**src/csrf_pkg.sv**
```systemverilog
// shared constants, state type and decoding for the system register file
package csrf_pkg;

  // ------------------------------------------------------------
  // widths
  // ------------------------------------------------------------
  localparam int PC_W = 26;
  localparam int SW_W = 8;
  localparam int NUM_W = 5;
  localparam int WORD_W = 32;
  localparam int NMI_FLAG_BIT = 7;

  // ------------------------------------------------------------
  // system register numbers
  // ------------------------------------------------------------
  localparam logic [4:0] SR_INT_PC = 5'h00;
  localparam logic [4:0] SR_INT_ST = 5'h01;
  localparam logic [4:0] SR_NMI_PC = 5'h02;
  localparam logic [4:0] SR_NMI_ST = 5'h03;
  localparam logic [4:0] SR_CAUSE = 5'h04;
  localparam logic [4:0] SR_PSW = 5'h05;
  localparam logic [4:0] SR_TC_PC = 5'h10;
  localparam logic [4:0] SR_TC_ST = 5'h11;
  localparam logic [4:0] SR_DBG_PC = 5'h12;
  localparam logic [4:0] SR_DBG_ST = 5'h13;
  localparam logic [4:0] SR_TC_BASE = 5'h14;

  // ------------------------------------------------------------
  // reset values
  // ------------------------------------------------------------
  localparam logic [25:0] RST_PC = 26'h0000000;
  localparam logic [7:0] RST_PSW = 8'h00;
  localparam logic [31:0] RST_WORD = 32'h00000000;

  // ------------------------------------------------------------
  // debug access window
  // ------------------------------------------------------------
  typedef enum logic [1:0] {
    DBG_IDLE = 2'b01,
    DBG_OPEN = 2'b10
  } csrf_dbg_state_t;

  // ------------------------------------------------------------
  // decoding
  // ------------------------------------------------------------
  function automatic logic csrf_is_debug(input logic [4:0] num);
    return (num == SR_DBG_PC) || (num == SR_DBG_ST);
  endfunction

  function automatic logic csrf_is_impl(input logic [4:0] num);
    return (num <= SR_PSW) || ((num >= SR_TC_PC) && (num <= SR_TC_BASE));
  endfunction

endpackage

```
**src/csrf_pc_unit.sv**
```systemverilog
// program counter with 26 valid bits and bit 0 held at zero
module csrf_pc_unit
  import csrf_pkg::*;
(
  input wire logic i_ref_clk,
  input wire logic i_rst,
  input wire logic i_clk_en,
  input wire logic i_load,
  input wire logic [31:0] i_load_addr,
  input wire logic i_add,
  input wire logic [31:0] i_add_val,
  output logic [31:0] o_pc
);

  logic [PC_W-1:0] pc_r;
  logic [PC_W-1:0] pc_nxt;
  logic [PC_W-1:0] sum;

  // carry out of bit 25 falls off the 26-bit sum
  assign sum = pc_r + i_add_val[PC_W-1:0];

  always_comb begin
    pc_nxt = pc_r;
    if (i_load) begin
      pc_nxt = {i_load_addr[PC_W-1:1], 1'b0};
    end else if (i_add) begin
      pc_nxt = {sum[PC_W-1:1], 1'b0};
    end
  end

  always_ff @(posedge i_ref_clk) begin
    if (i_rst) begin
      pc_r <= RST_PC;
    end else if (i_clk_en) begin
      pc_r <= pc_nxt;
    end
  end

  assign o_pc = {{(WORD_W-PC_W){1'b0}}, pc_r};
endmodule

```
**src/csrf_sr_read_mux.sv**
```systemverilog
// selects a system register by number for a store-system-register read
module csrf_sr_read_mux
  import csrf_pkg::*;
(
  input wire logic [4:0] i_num,
  input wire logic i_debug_open,
  input wire logic [25:0] i_int_pc,
  input wire logic [7:0] i_int_st,
  input wire logic [25:0] i_nmi_pc,
  input wire logic [7:0] i_nmi_st,
  input wire logic [31:0] i_cause,
  input wire logic [7:0] i_psw,
  input wire logic [25:0] i_tc_pc,
  input wire logic [7:0] i_tc_st,
  input wire logic [25:0] i_dbg_pc,
  input wire logic [7:0] i_dbg_st,
  input wire logic [31:0] i_tc_base,
  output logic [31:0] o_data,
  output logic o_ok
);

  logic [31:0] pc_ext;
  logic [31:0] st_ext;

  always_comb begin
    o_data = RST_WORD;
    o_ok = csrf_is_impl(i_num) &&
           !(csrf_is_debug(i_num) && !i_debug_open);
    case (i_num)
      SR_INT_PC: o_data = {6'h00, i_int_pc};
      SR_INT_ST: o_data = {24'h000000, i_int_st};
      SR_NMI_PC: o_data = {6'h00, i_nmi_pc};
      SR_NMI_ST: o_data = {24'h000000, i_nmi_st};
      SR_CAUSE: o_data = i_cause;
      SR_PSW: o_data = {24'h000000, i_psw};
      SR_TC_PC: o_data = {6'h00, i_tc_pc};
      SR_TC_ST: o_data = {24'h000000, i_tc_st};
      SR_DBG_PC: o_data = {6'h00, i_dbg_pc};
      SR_DBG_ST: o_data = {24'h000000, i_dbg_st};
      SR_TC_BASE: o_data = i_tc_base;
      default: o_data = RST_WORD;
    endcase
    if (!o_ok) begin
      o_data = RST_WORD;
    end
  end

endmodule

```
**src/csrf_sysreg_file.sv**
```systemverilog
// program counter and system register set with context save and restore
// Function
// - only 26 pc bits, upper bits zero
// - carry out of bit 25 discarded
// - pc bit 0 always zero
// - register chosen by number in instruction
// - numbers 0-3 and 5 readable, writable
// - number 4 cause register, read only
// - numbers 16 to 20 readable, writable
// - debug pair only open inside debug window
// - restored pc bit 0 ignored on return
// - exception or interrupt saves pc and status
// - saved pc is next instruction address
// - interrupt pair upper bits read zero
// - interrupt return restores pc and status
// - nmi saves into the nmi pair
// - nmi saved pc is next instruction
// - nmi pair upper bits read zero
// - cause register loaded on exception and nmi only
// - status write effective next, holds interrupts
// - status word bits 31 to 8 zero
// - nmi acceptance sets status bit 7
// - table call saves next pc, status
module csrf_sysreg_file
  import csrf_pkg::*;
(
  input wire logic i_ref_clk,
  input wire logic i_rst,
  input wire logic i_clk_en,
  input wire logic i_pc_load,
  input wire logic [31:0] i_pc_load_addr,
  input wire logic i_pc_add,
  input wire logic [31:0] i_pc_add_val,
  input wire logic [31:0] i_next_pc,
  input wire logic i_exc_take,
  input wire logic i_nmi_take,
  input wire logic [31:0] i_exc_code,
  input wire logic i_table_call,
  input wire logic i_interrupt_return,
  input wire logic i_debug_trap,
  input wire logic i_debug_return,
  input wire logic i_load_system_register_en,
  input wire logic [4:0] i_load_system_register_num,
  input wire logic [31:0] i_load_system_register_data,
  input wire logic i_store_system_register_en,
  input wire logic [4:0] i_store_system_register_num,
  output logic [31:0] o_pc,
  output logic [31:0] o_psw,
  output logic [31:0] o_table_call_base,
  output logic [31:0] o_store_system_register_data,
  output logic o_store_system_register_valid,
  output logic o_sr_fault,
  output logic o_irq_hold,
  output logic o_debug_open
);

  // ------------------------------------------------------------
  // state
  // ------------------------------------------------------------
  logic [PC_W-1:0] int_pc_r;
  logic [SW_W-1:0] int_st_r;
  logic [PC_W-1:0] nmi_pc_r;
  logic [SW_W-1:0] nmi_st_r;
  logic [WORD_W-1:0] cause_r;
  logic [SW_W-1:0] psw_r;
  logic [SW_W-1:0] psw_nxt;
  logic [PC_W-1:0] tc_pc_r;
  logic [SW_W-1:0] tc_st_r;
  logic [PC_W-1:0] dbg_pc_r;
  logic [SW_W-1:0] dbg_st_r;
  logic [WORD_W-1:0] tc_base_r;
  csrf_dbg_state_t dbg_state_r;
  csrf_dbg_state_t dbg_state_nxt;
  logic [31:0] store_system_register_data_r;
  logic store_system_register_valid_r;
  logic fault_r;

  logic debug_open;
  logic wr_ok;
  logic wr_int_pc;
  logic wr_int_st;
  logic wr_nmi_pc;
  logic wr_nmi_st;
  logic wr_psw;
  logic wr_tc_pc;
  logic wr_tc_st;
  logic wr_dbg_pc;
  logic wr_dbg_st;
  logic wr_tc_base;
  logic [31:0] rd_data;
  logic rd_ok;
  logic pc_restore;
  logic [31:0] pc_load_addr;

  // ------------------------------------------------------------
  // debug access window
  // ------------------------------------------------------------
  always_comb begin
    dbg_state_nxt = dbg_state_r;
    case (dbg_state_r)
      DBG_IDLE: begin
        if (i_debug_trap) begin
          dbg_state_nxt = DBG_OPEN;
        end
      end
      DBG_OPEN: begin
        if (i_debug_return) begin
          dbg_state_nxt = DBG_IDLE;
        end
      end
      default: dbg_state_nxt = DBG_IDLE;
    endcase
  end

  always_ff @(posedge i_ref_clk) begin
    if (i_rst) begin
      dbg_state_r <= DBG_IDLE;
    end else if (i_clk_en) begin
      dbg_state_r <= dbg_state_nxt;
    end
  end

  assign debug_open = (dbg_state_r == DBG_OPEN);
  assign o_debug_open = debug_open;

  // ------------------------------------------------------------
  // load-system-register write decode
  // ------------------------------------------------------------
  // reserved numbers and the cause register take no write
  assign wr_ok = i_load_system_register_en && csrf_is_impl(i_load_system_register_num) &&
                 (i_load_system_register_num != SR_CAUSE) &&
                 !(csrf_is_debug(i_load_system_register_num) && !debug_open);
  assign wr_int_pc = wr_ok && (i_load_system_register_num == SR_INT_PC);
  assign wr_int_st = wr_ok && (i_load_system_register_num == SR_INT_ST);
  assign wr_nmi_pc = wr_ok && (i_load_system_register_num == SR_NMI_PC);
  assign wr_nmi_st = wr_ok && (i_load_system_register_num == SR_NMI_ST);
  assign wr_psw = wr_ok && (i_load_system_register_num == SR_PSW);
  assign wr_tc_pc = wr_ok && (i_load_system_register_num == SR_TC_PC);
  assign wr_tc_st = wr_ok && (i_load_system_register_num == SR_TC_ST);
  assign wr_dbg_pc = wr_ok && (i_load_system_register_num == SR_DBG_PC);
  assign wr_dbg_st = wr_ok && (i_load_system_register_num == SR_DBG_ST);
  assign wr_tc_base = wr_ok && (i_load_system_register_num == SR_TC_BASE);

  // interrupts wait while the status word is being written
  assign o_irq_hold = i_load_system_register_en && (i_load_system_register_num == SR_PSW);

  // ------------------------------------------------------------
  // program counter
  // ------------------------------------------------------------
  assign pc_restore = i_interrupt_return;
  assign pc_load_addr = pc_restore ? {6'h00, int_pc_r} : i_pc_load_addr;

  csrf_pc_unit u_pc (
    .i_ref_clk(i_ref_clk),
    .i_rst(i_rst),
    .i_clk_en(i_clk_en),
    .i_load(pc_restore || i_pc_load),
    .i_load_addr(pc_load_addr),
    .i_add(i_pc_add),
    .i_add_val(i_pc_add_val),
    .o_pc(o_pc)
  );

  // ------------------------------------------------------------
  // interrupt save pair
  // ------------------------------------------------------------
  // a hardware save wins over a same-cycle software write
  always_ff @(posedge i_ref_clk) begin
    if (i_rst) begin
      int_pc_r <= RST_PC;
      int_st_r <= RST_PSW;
    end else if (i_clk_en) begin
      if (i_exc_take) begin
        int_pc_r <= i_next_pc[PC_W-1:0];
        int_st_r <= psw_r;
      end else begin
        if (wr_int_pc) begin
          int_pc_r <= i_load_system_register_data[PC_W-1:0];
        end
        if (wr_int_st) begin
          int_st_r <= i_load_system_register_data[SW_W-1:0];
        end
      end
    end
  end

  // ------------------------------------------------------------
  // nmi save pair
  // ------------------------------------------------------------
  always_ff @(posedge i_ref_clk) begin
    if (i_rst) begin
      nmi_pc_r <= RST_PC;
      nmi_st_r <= RST_PSW;
    end else if (i_clk_en) begin
      if (i_nmi_take) begin
        nmi_pc_r <= i_next_pc[PC_W-1:0];
        nmi_st_r <= psw_r;
      end else begin
        if (wr_nmi_pc) begin
          nmi_pc_r <= i_load_system_register_data[PC_W-1:0];
        end
        if (wr_nmi_st) begin
          nmi_st_r <= i_load_system_register_data[SW_W-1:0];
        end
      end
    end
  end

  // ------------------------------------------------------------
  // exception cause
  // ------------------------------------------------------------
  always_ff @(posedge i_ref_clk) begin
    if (i_rst) begin
      cause_r <= RST_WORD;
    end else if (i_clk_en && (i_exc_take || i_nmi_take)) begin
      cause_r <= i_exc_code;
    end
  end

  // ------------------------------------------------------------
  // program status word
  // ------------------------------------------------------------
  always_comb begin
    psw_nxt = psw_r;
    if (i_interrupt_return) begin
      psw_nxt = int_st_r;
    end else if (i_nmi_take) begin
      psw_nxt[NMI_FLAG_BIT] = 1'b1;
    end else if (wr_psw) begin
      psw_nxt = i_load_system_register_data[SW_W-1:0];
    end
  end

  always_ff @(posedge i_ref_clk) begin
    if (i_rst) begin
      psw_r <= RST_PSW;
    end else if (i_clk_en) begin
      psw_r <= psw_nxt;
    end
  end

  assign o_psw = {24'h000000, psw_r};

  // ------------------------------------------------------------
  // table call pair and base
  // ------------------------------------------------------------
  always_ff @(posedge i_ref_clk) begin
    if (i_rst) begin
      tc_pc_r <= RST_PC;
      tc_st_r <= RST_PSW;
    end else if (i_clk_en) begin
      if (i_table_call) begin
        tc_pc_r <= i_next_pc[PC_W-1:0];
        tc_st_r <= psw_r;
      end else begin
        if (wr_tc_pc) begin
          tc_pc_r <= i_load_system_register_data[PC_W-1:0];
        end
        if (wr_tc_st) begin
          tc_st_r <= i_load_system_register_data[SW_W-1:0];
        end
      end
    end
  end

  always_ff @(posedge i_ref_clk) begin
    if (i_rst) begin
      tc_base_r <= RST_WORD;
    end else if (i_clk_en && wr_tc_base) begin
      tc_base_r <= i_load_system_register_data;
    end
  end

  assign o_table_call_base = tc_base_r;

  // ------------------------------------------------------------
  // debug save pair
  // ------------------------------------------------------------
  always_ff @(posedge i_ref_clk) begin
    if (i_rst) begin
      dbg_pc_r <= RST_PC;
      dbg_st_r <= RST_PSW;
    end else if (i_clk_en) begin
      if (wr_dbg_pc) begin
        dbg_pc_r <= i_load_system_register_data[PC_W-1:0];
      end
      if (wr_dbg_st) begin
        dbg_st_r <= i_load_system_register_data[SW_W-1:0];
      end
    end
  end

  // ------------------------------------------------------------
  // store-system-register read
  // ------------------------------------------------------------
  csrf_sr_read_mux u_rd (
    .i_num(i_store_system_register_num),
    .i_debug_open(debug_open),
    .i_int_pc(int_pc_r),
    .i_int_st(int_st_r),
    .i_nmi_pc(nmi_pc_r),
    .i_nmi_st(nmi_st_r),
    .i_cause(cause_r),
    .i_psw(psw_r),
    .i_tc_pc(tc_pc_r),
    .i_tc_st(tc_st_r),
    .i_dbg_pc(dbg_pc_r),
    .i_dbg_st(dbg_st_r),
    .i_tc_base(tc_base_r),
    .o_data(rd_data),
    .o_ok(rd_ok)
  );

  always_ff @(posedge i_ref_clk) begin
    if (i_rst) begin
      store_system_register_data_r <= RST_WORD;
      store_system_register_valid_r <= 1'b0;
    end else if (i_clk_en) begin
      store_system_register_valid_r <= i_store_system_register_en;
      if (i_store_system_register_en) begin
        store_system_register_data_r <= rd_data;
      end
    end
  end

  // refused access to a reserved or closed number
  always_ff @(posedge i_ref_clk) begin
    if (i_rst) begin
      fault_r <= 1'b0;
    end else if (i_clk_en) begin
      fault_r <= (i_load_system_register_en && !wr_ok && (i_load_system_register_num != SR_CAUSE)) ||
                 (i_store_system_register_en && !rd_ok);
    end
  end

  assign o_store_system_register_data = store_system_register_data_r;
  assign o_store_system_register_valid = store_system_register_valid_r;
  assign o_sr_fault = fault_r;
endmodule
```
**config.mk**
```make
export PLATFORM = sky130hd
export DESIGN_NAME = csrf_sysreg_file
export DESIGN_NICKNAME = d
export VERILOG_FILES = /design/src/csrf_pkg.sv /design/src/csrf_pc_unit.sv /design/src/csrf_sr_read_mux.sv /design/src/csrf_sysreg_file.sv
export SDC_FILE = /design/constraint.sdc
export NUM_CORES = 1
export LEC_CHECK = 0
export ABC_AREA = 1
export ABC_CLOCK_PERIOD_IN_PS = 1700
export BUFFER_PORTS_ARGS = -buffer_cell sky130_fd_sc_hd__buf_2
export CAP_MARGIN = 20
export CORE_UTILIZATION = 45
export CTS_CLUSTER_SIZE = 28
export DETAILED_ROUTE_END_ITERATION = 10
export HOLD_SLACK_MARGIN = 0.15
export PLACE_DENSITY = 0.74
export SLEW_MARGIN = 25
export SYNTH_ARGS = -nofsm -noshare
export SYNTH_HDL_FRONTEND = slang
export SYNTH_SLANG_ARGS = --single-unit
```
**constraint.sdc**
```tcl
create_clock -name i_ref_clk -period 1.7 [get_ports i_ref_clk]
set_clock_uncertainty 0.1 [all_clocks]
set_input_delay 0.17 -clock i_ref_clk [delete_from_list [all_inputs] [get_ports i_ref_clk]]
set_output_delay 0.17 -clock i_ref_clk [all_outputs]
set_load 0.02 [all_outputs]
```
==> metrics.md <==
| Metric | Value |
|---|---|
| DR vias | 19,675 |
| Clk buf depth | 3 |
| Slew at the pin closest to its max-slew limit | 0.6569 ns |
| Fraction of layout cells with a size suffix above 1 | 0.3274 |
| YS warnings | 0 |
| Slew Viols, Final | 0 |
| Startpoint Class | flop |
| Final setup vio count | 198 |
| Final core utilization | 0.7201 |
| Worst skew pair latency | 0.59 ns |
| Die height | 183.6 um |
| DRC | 0 |
| Vias per cell | 5.863 |
| Root buffer cell | clkbuf_16 |
| Cell Int Power | 11.94 mW |
| Synthesis-to-layout area growth | 57.52% |
| Core Footprint | 0.03245 mm^2 |
| Largest net degree at the start of global routing | 90 |
| Setup WS pre-CTS | -0.2442 ns |
| Seq pwr share | 0.388 |
| Net Sw Power | 5.615 mW |
| H-tree Lvls | 1 |
| Cell mode on critical path | nor2_1 |
| Maximum vdd drop | 0.8406 mV |
| DRT Wirelength | 69.58 mm |
| LEAKAGE | 10.34 nW |
| Synth async-reset ratio | 0 |
| Worst-path clk slew | 0.07 ns |
| Gpl congestion | 0.9741 |
| EDFF count, synth | 0 |
| Ys flop type | dfxtp_1 |
| Num rows | 66 |
| CTS sink cnt | 269 |
| Placement-stage cell area | 0.01739 mm^2 |
| Req. time, crit path | 2.08 ns |
| Critical path buffer and inverter count | 1 |
| CP top delay family | buffers and inverters |
| Pwr/cell area | 751.3 mW/mm^2 |
| RSZ-0062 raised after global routing | true |
| CP cell instances | nor2_1, nor2_1, o21ai_0, dlygate4sd3_1, a31oi_1 |
| HP Class | primary input to flop |
| Antenna violations before repair | 8 |
| Starting DRT DRC Count | 2,367 |
| Post-DRT Antenna Nets | 0 |
| Num CTS Buffers | 30 |
| Final Worst Setup Slack | -0.3783 ns |
| Failing checks | setup timing |
| Slew margin rel. | 0.5606 |
| DR WL/cell | 20.73 um |
| Crit Path Class | flop to flop |
| Combinational Power Share | 0.247 |
| Final hold viol count | 0 |
| Dpl hpwl | 38.72 mm |
| Post-layout min period | 2.078 ns |
| Slowest stage cell on the critical path | dlygate4sd3_1 |
| Critical Path Fanout Max | 3 |
| Number of placed I/O pins | 315 |
| FF+latch count, synth | 269 |
| Status | complete, but fails checks |
| Switching share of power | 0.3198 |
| Sum Neg Setup Slack | -34.40 ns |
| Die width | 183.6 um |
| Mapped Cells | 2,365 |
| Crit-path max cell delay | 0.60 ns |
| Gr usage total | 0.3334 |
| Mapped Area | 0.01484 mm^2 |
| First-pass GRT wire length | 88.95 mm |
| Max Cap Viol | 0 |
| CTS tree | built |
| Distinct cells, synth | 37 |
| Placed insts | 3,068 |
| Input/output buffers | 263 |
| Vias in the first global route | 17,252 |
| FMAX | 481.2 MHz |
| Total grt overflow | 0 |
| Fin nets | 3,095 |
| CP arrival | 2.45 ns |
| Fin crit share | 1.223 |
| Seq/Total Area, Yosys | 0.3630 |
| Clock share of power | 0.365 |
| Final Non-Filler Cells | 3,356 |
| Starting Density | 0.4572 |
| Die area | 0.03370 mm^2 |
| Post-route cell area | 0.02337 mm^2 |
| Syn Area/Cell | 6.273 um^2 |
| Pre-antenna DRT Iters | 6 |
| CP Capture Type | flop |
through the flow:
step | power [mW] | hold WS [ns]
6_report | 17.56 | 0.08883
3_5_place_dp | 9.730 | 0.2973
5_1_grt | 18.10 | 0.1151
2_1_floorplan | 8.606 | 0.2049
3_3_place_gp | 9.682 | 0.2911
4_1_cts | 16.55 | 0.07964
worst paths after layout:
| check | startpoint | to | slack (ns) | cells after the start |
|---|---|---|---|---|
| setup / recovery | int_pc_r[9] | u_pc.pc_r[9] | -0.38 | 5 |
| hold reg to reg | dbg_pc_r[5] | dbg_pc_r[5] | 0.35 | 2 |
| hold / removal | i_pc_add_val[18] | u_pc.pc_r[18] | 0.09 | 6 |
| setup reg to reg | int_pc_r[9] | u_pc.pc_r[9] | -0.38 | 5 |
cell families (layout without fill, tap and decap cells):
family                   Yosys count  in the layout  synth area share
AO/OA/AOI/OAI                    576            576            0.1973
XOR/XNOR                           8              8          0.004723
adder cells (fa/ha/maj)           25             25           0.02159
buffers and inverters            384            890            0.1099
flip-flops                       269            269            0.3630
other                              1             37         0.0002528
AND/OR/NAND/NOR                 1102           1109            0.3033
cells in the final DEF, fill, tap and decap left out, drive strengths merged:
| cell | instances |
|---|---|
| nand2 | 645 |
| buf | 430 |
| a21oi | 318 |
| dfxtp | 269 |
| nor2 | 257 |
| o21ai | 227 |
| inv | 215 |
| nand3 | 176 |
| dlygate4sd3 | 175 |
| clkbuf | 55 |
| conb | 31 |
| ha | 24 |
| o22ai | 23 |
| nand4 | 11 |
| clkinv | 11 |
| xor2 | 7 |
| a31oi | 7 |
| diode | 6 |
| nand3b | 6 |
| nor3 | 6 |
| and3 | 4 |
| or2 | 3 |
| clkinvlp | 2 |
| and2 | 1 |
| xnor2 | 1 |
| a211oi | 1 |
| fa | 1 |
| bufinv | 1 |
| dlymetal6s4s | 1 |
power groups by stage:
stage,Sequential [mW],Clock [mW],Combinational (mW)
after floorplan,6.93,0,1.68
after global placement,6.88,0,2.80
after CTS,6.77,6.39,3.39
final,6.81,6.41,4.33
after global routing,6.83,6.68,4.59
after detailed placement,6.89,0,2.84
layer usage:
layer,vias up,routed length [um],GRT usage
li1,8698,-,-
met1,9157,25290,0.3939
met2,1404,31930,0.5627
met3,414,6976,0.05230
met4,2,5376,0.2133
met5,-,13,0
registers in the layout, summed over array words and instances, names as in the netlist:
| signal | count |
|---|---|
| cause_r | 32 |
| o_store_system_register_data | 32 |
| o_table_call_base | 32 |
| dbg_pc_r | 26 |
| int_pc_r | 26 |
| nmi_pc_r | 26 |
| tc_pc_r | 26 |
| u_pc.pc_r | 25 |
| dbg_st_r | 8 |
| int_st_r | 8 |
| nmi_st_r | 8 |
| psw_r | 8 |
| tc_st_r | 8 |
| dbg_state_r | 2 |
| o_sr_fault | 1 |
| o_store_system_register_valid | 1 |
worst reg2reg max path, cell delays in order (launching register included):
cell and delay, ns:
dfxtp_1 0.38, nor2_1 0.07, nor2_1 0.41, o21ai_0 0.19, dlygate4sd3_1 0.60, a31oi_1 0.23
synth_stat cells, drive strengths merged, types with 11 or more instances:
| cell | n | area, um^2 |
|---|---|---|
| nand2 | 638 | 2422 |
| a21oi | 318 | 1592 |
| dfxtp | 269 | 5385 |
| nor2 | 257 | 984.7 |
| o21ai | 227 | 1140 |
| inv | 214 | 803.3 |
| nand3 | 176 | 885.9 |
| clkbuf | 96 | 360.4 |
| buf | 72 | 459.2 |
| ha | 24 | 300.3 |
| o22ai | 23 | 143.9 |
| nand4 | 11 | 68.82 |
repair_timing:
item | CTS | global route
cloned | 5 | 26
hold buffers | 175 | 2
setup endpoints to repair | 214 | 217
buffers inserted | 13 | 12
endpoints found under the hold margin | 255 | 7
pin swaps | 14 | 133
gates resized for setup | 118 | 520
final cells by class:
class                      count  area, um^2
timing repair buffer         621        5202
fill                        2322        9082
multi-input combinational   1749       10430
inverter                     216       818.3
tap                          442       553.0
antenna                        6       15.01
clock buffer                  40       828.3
clock inverter                13       120.1
sequential                   269        5405
(Power assumes the default switching activity.)
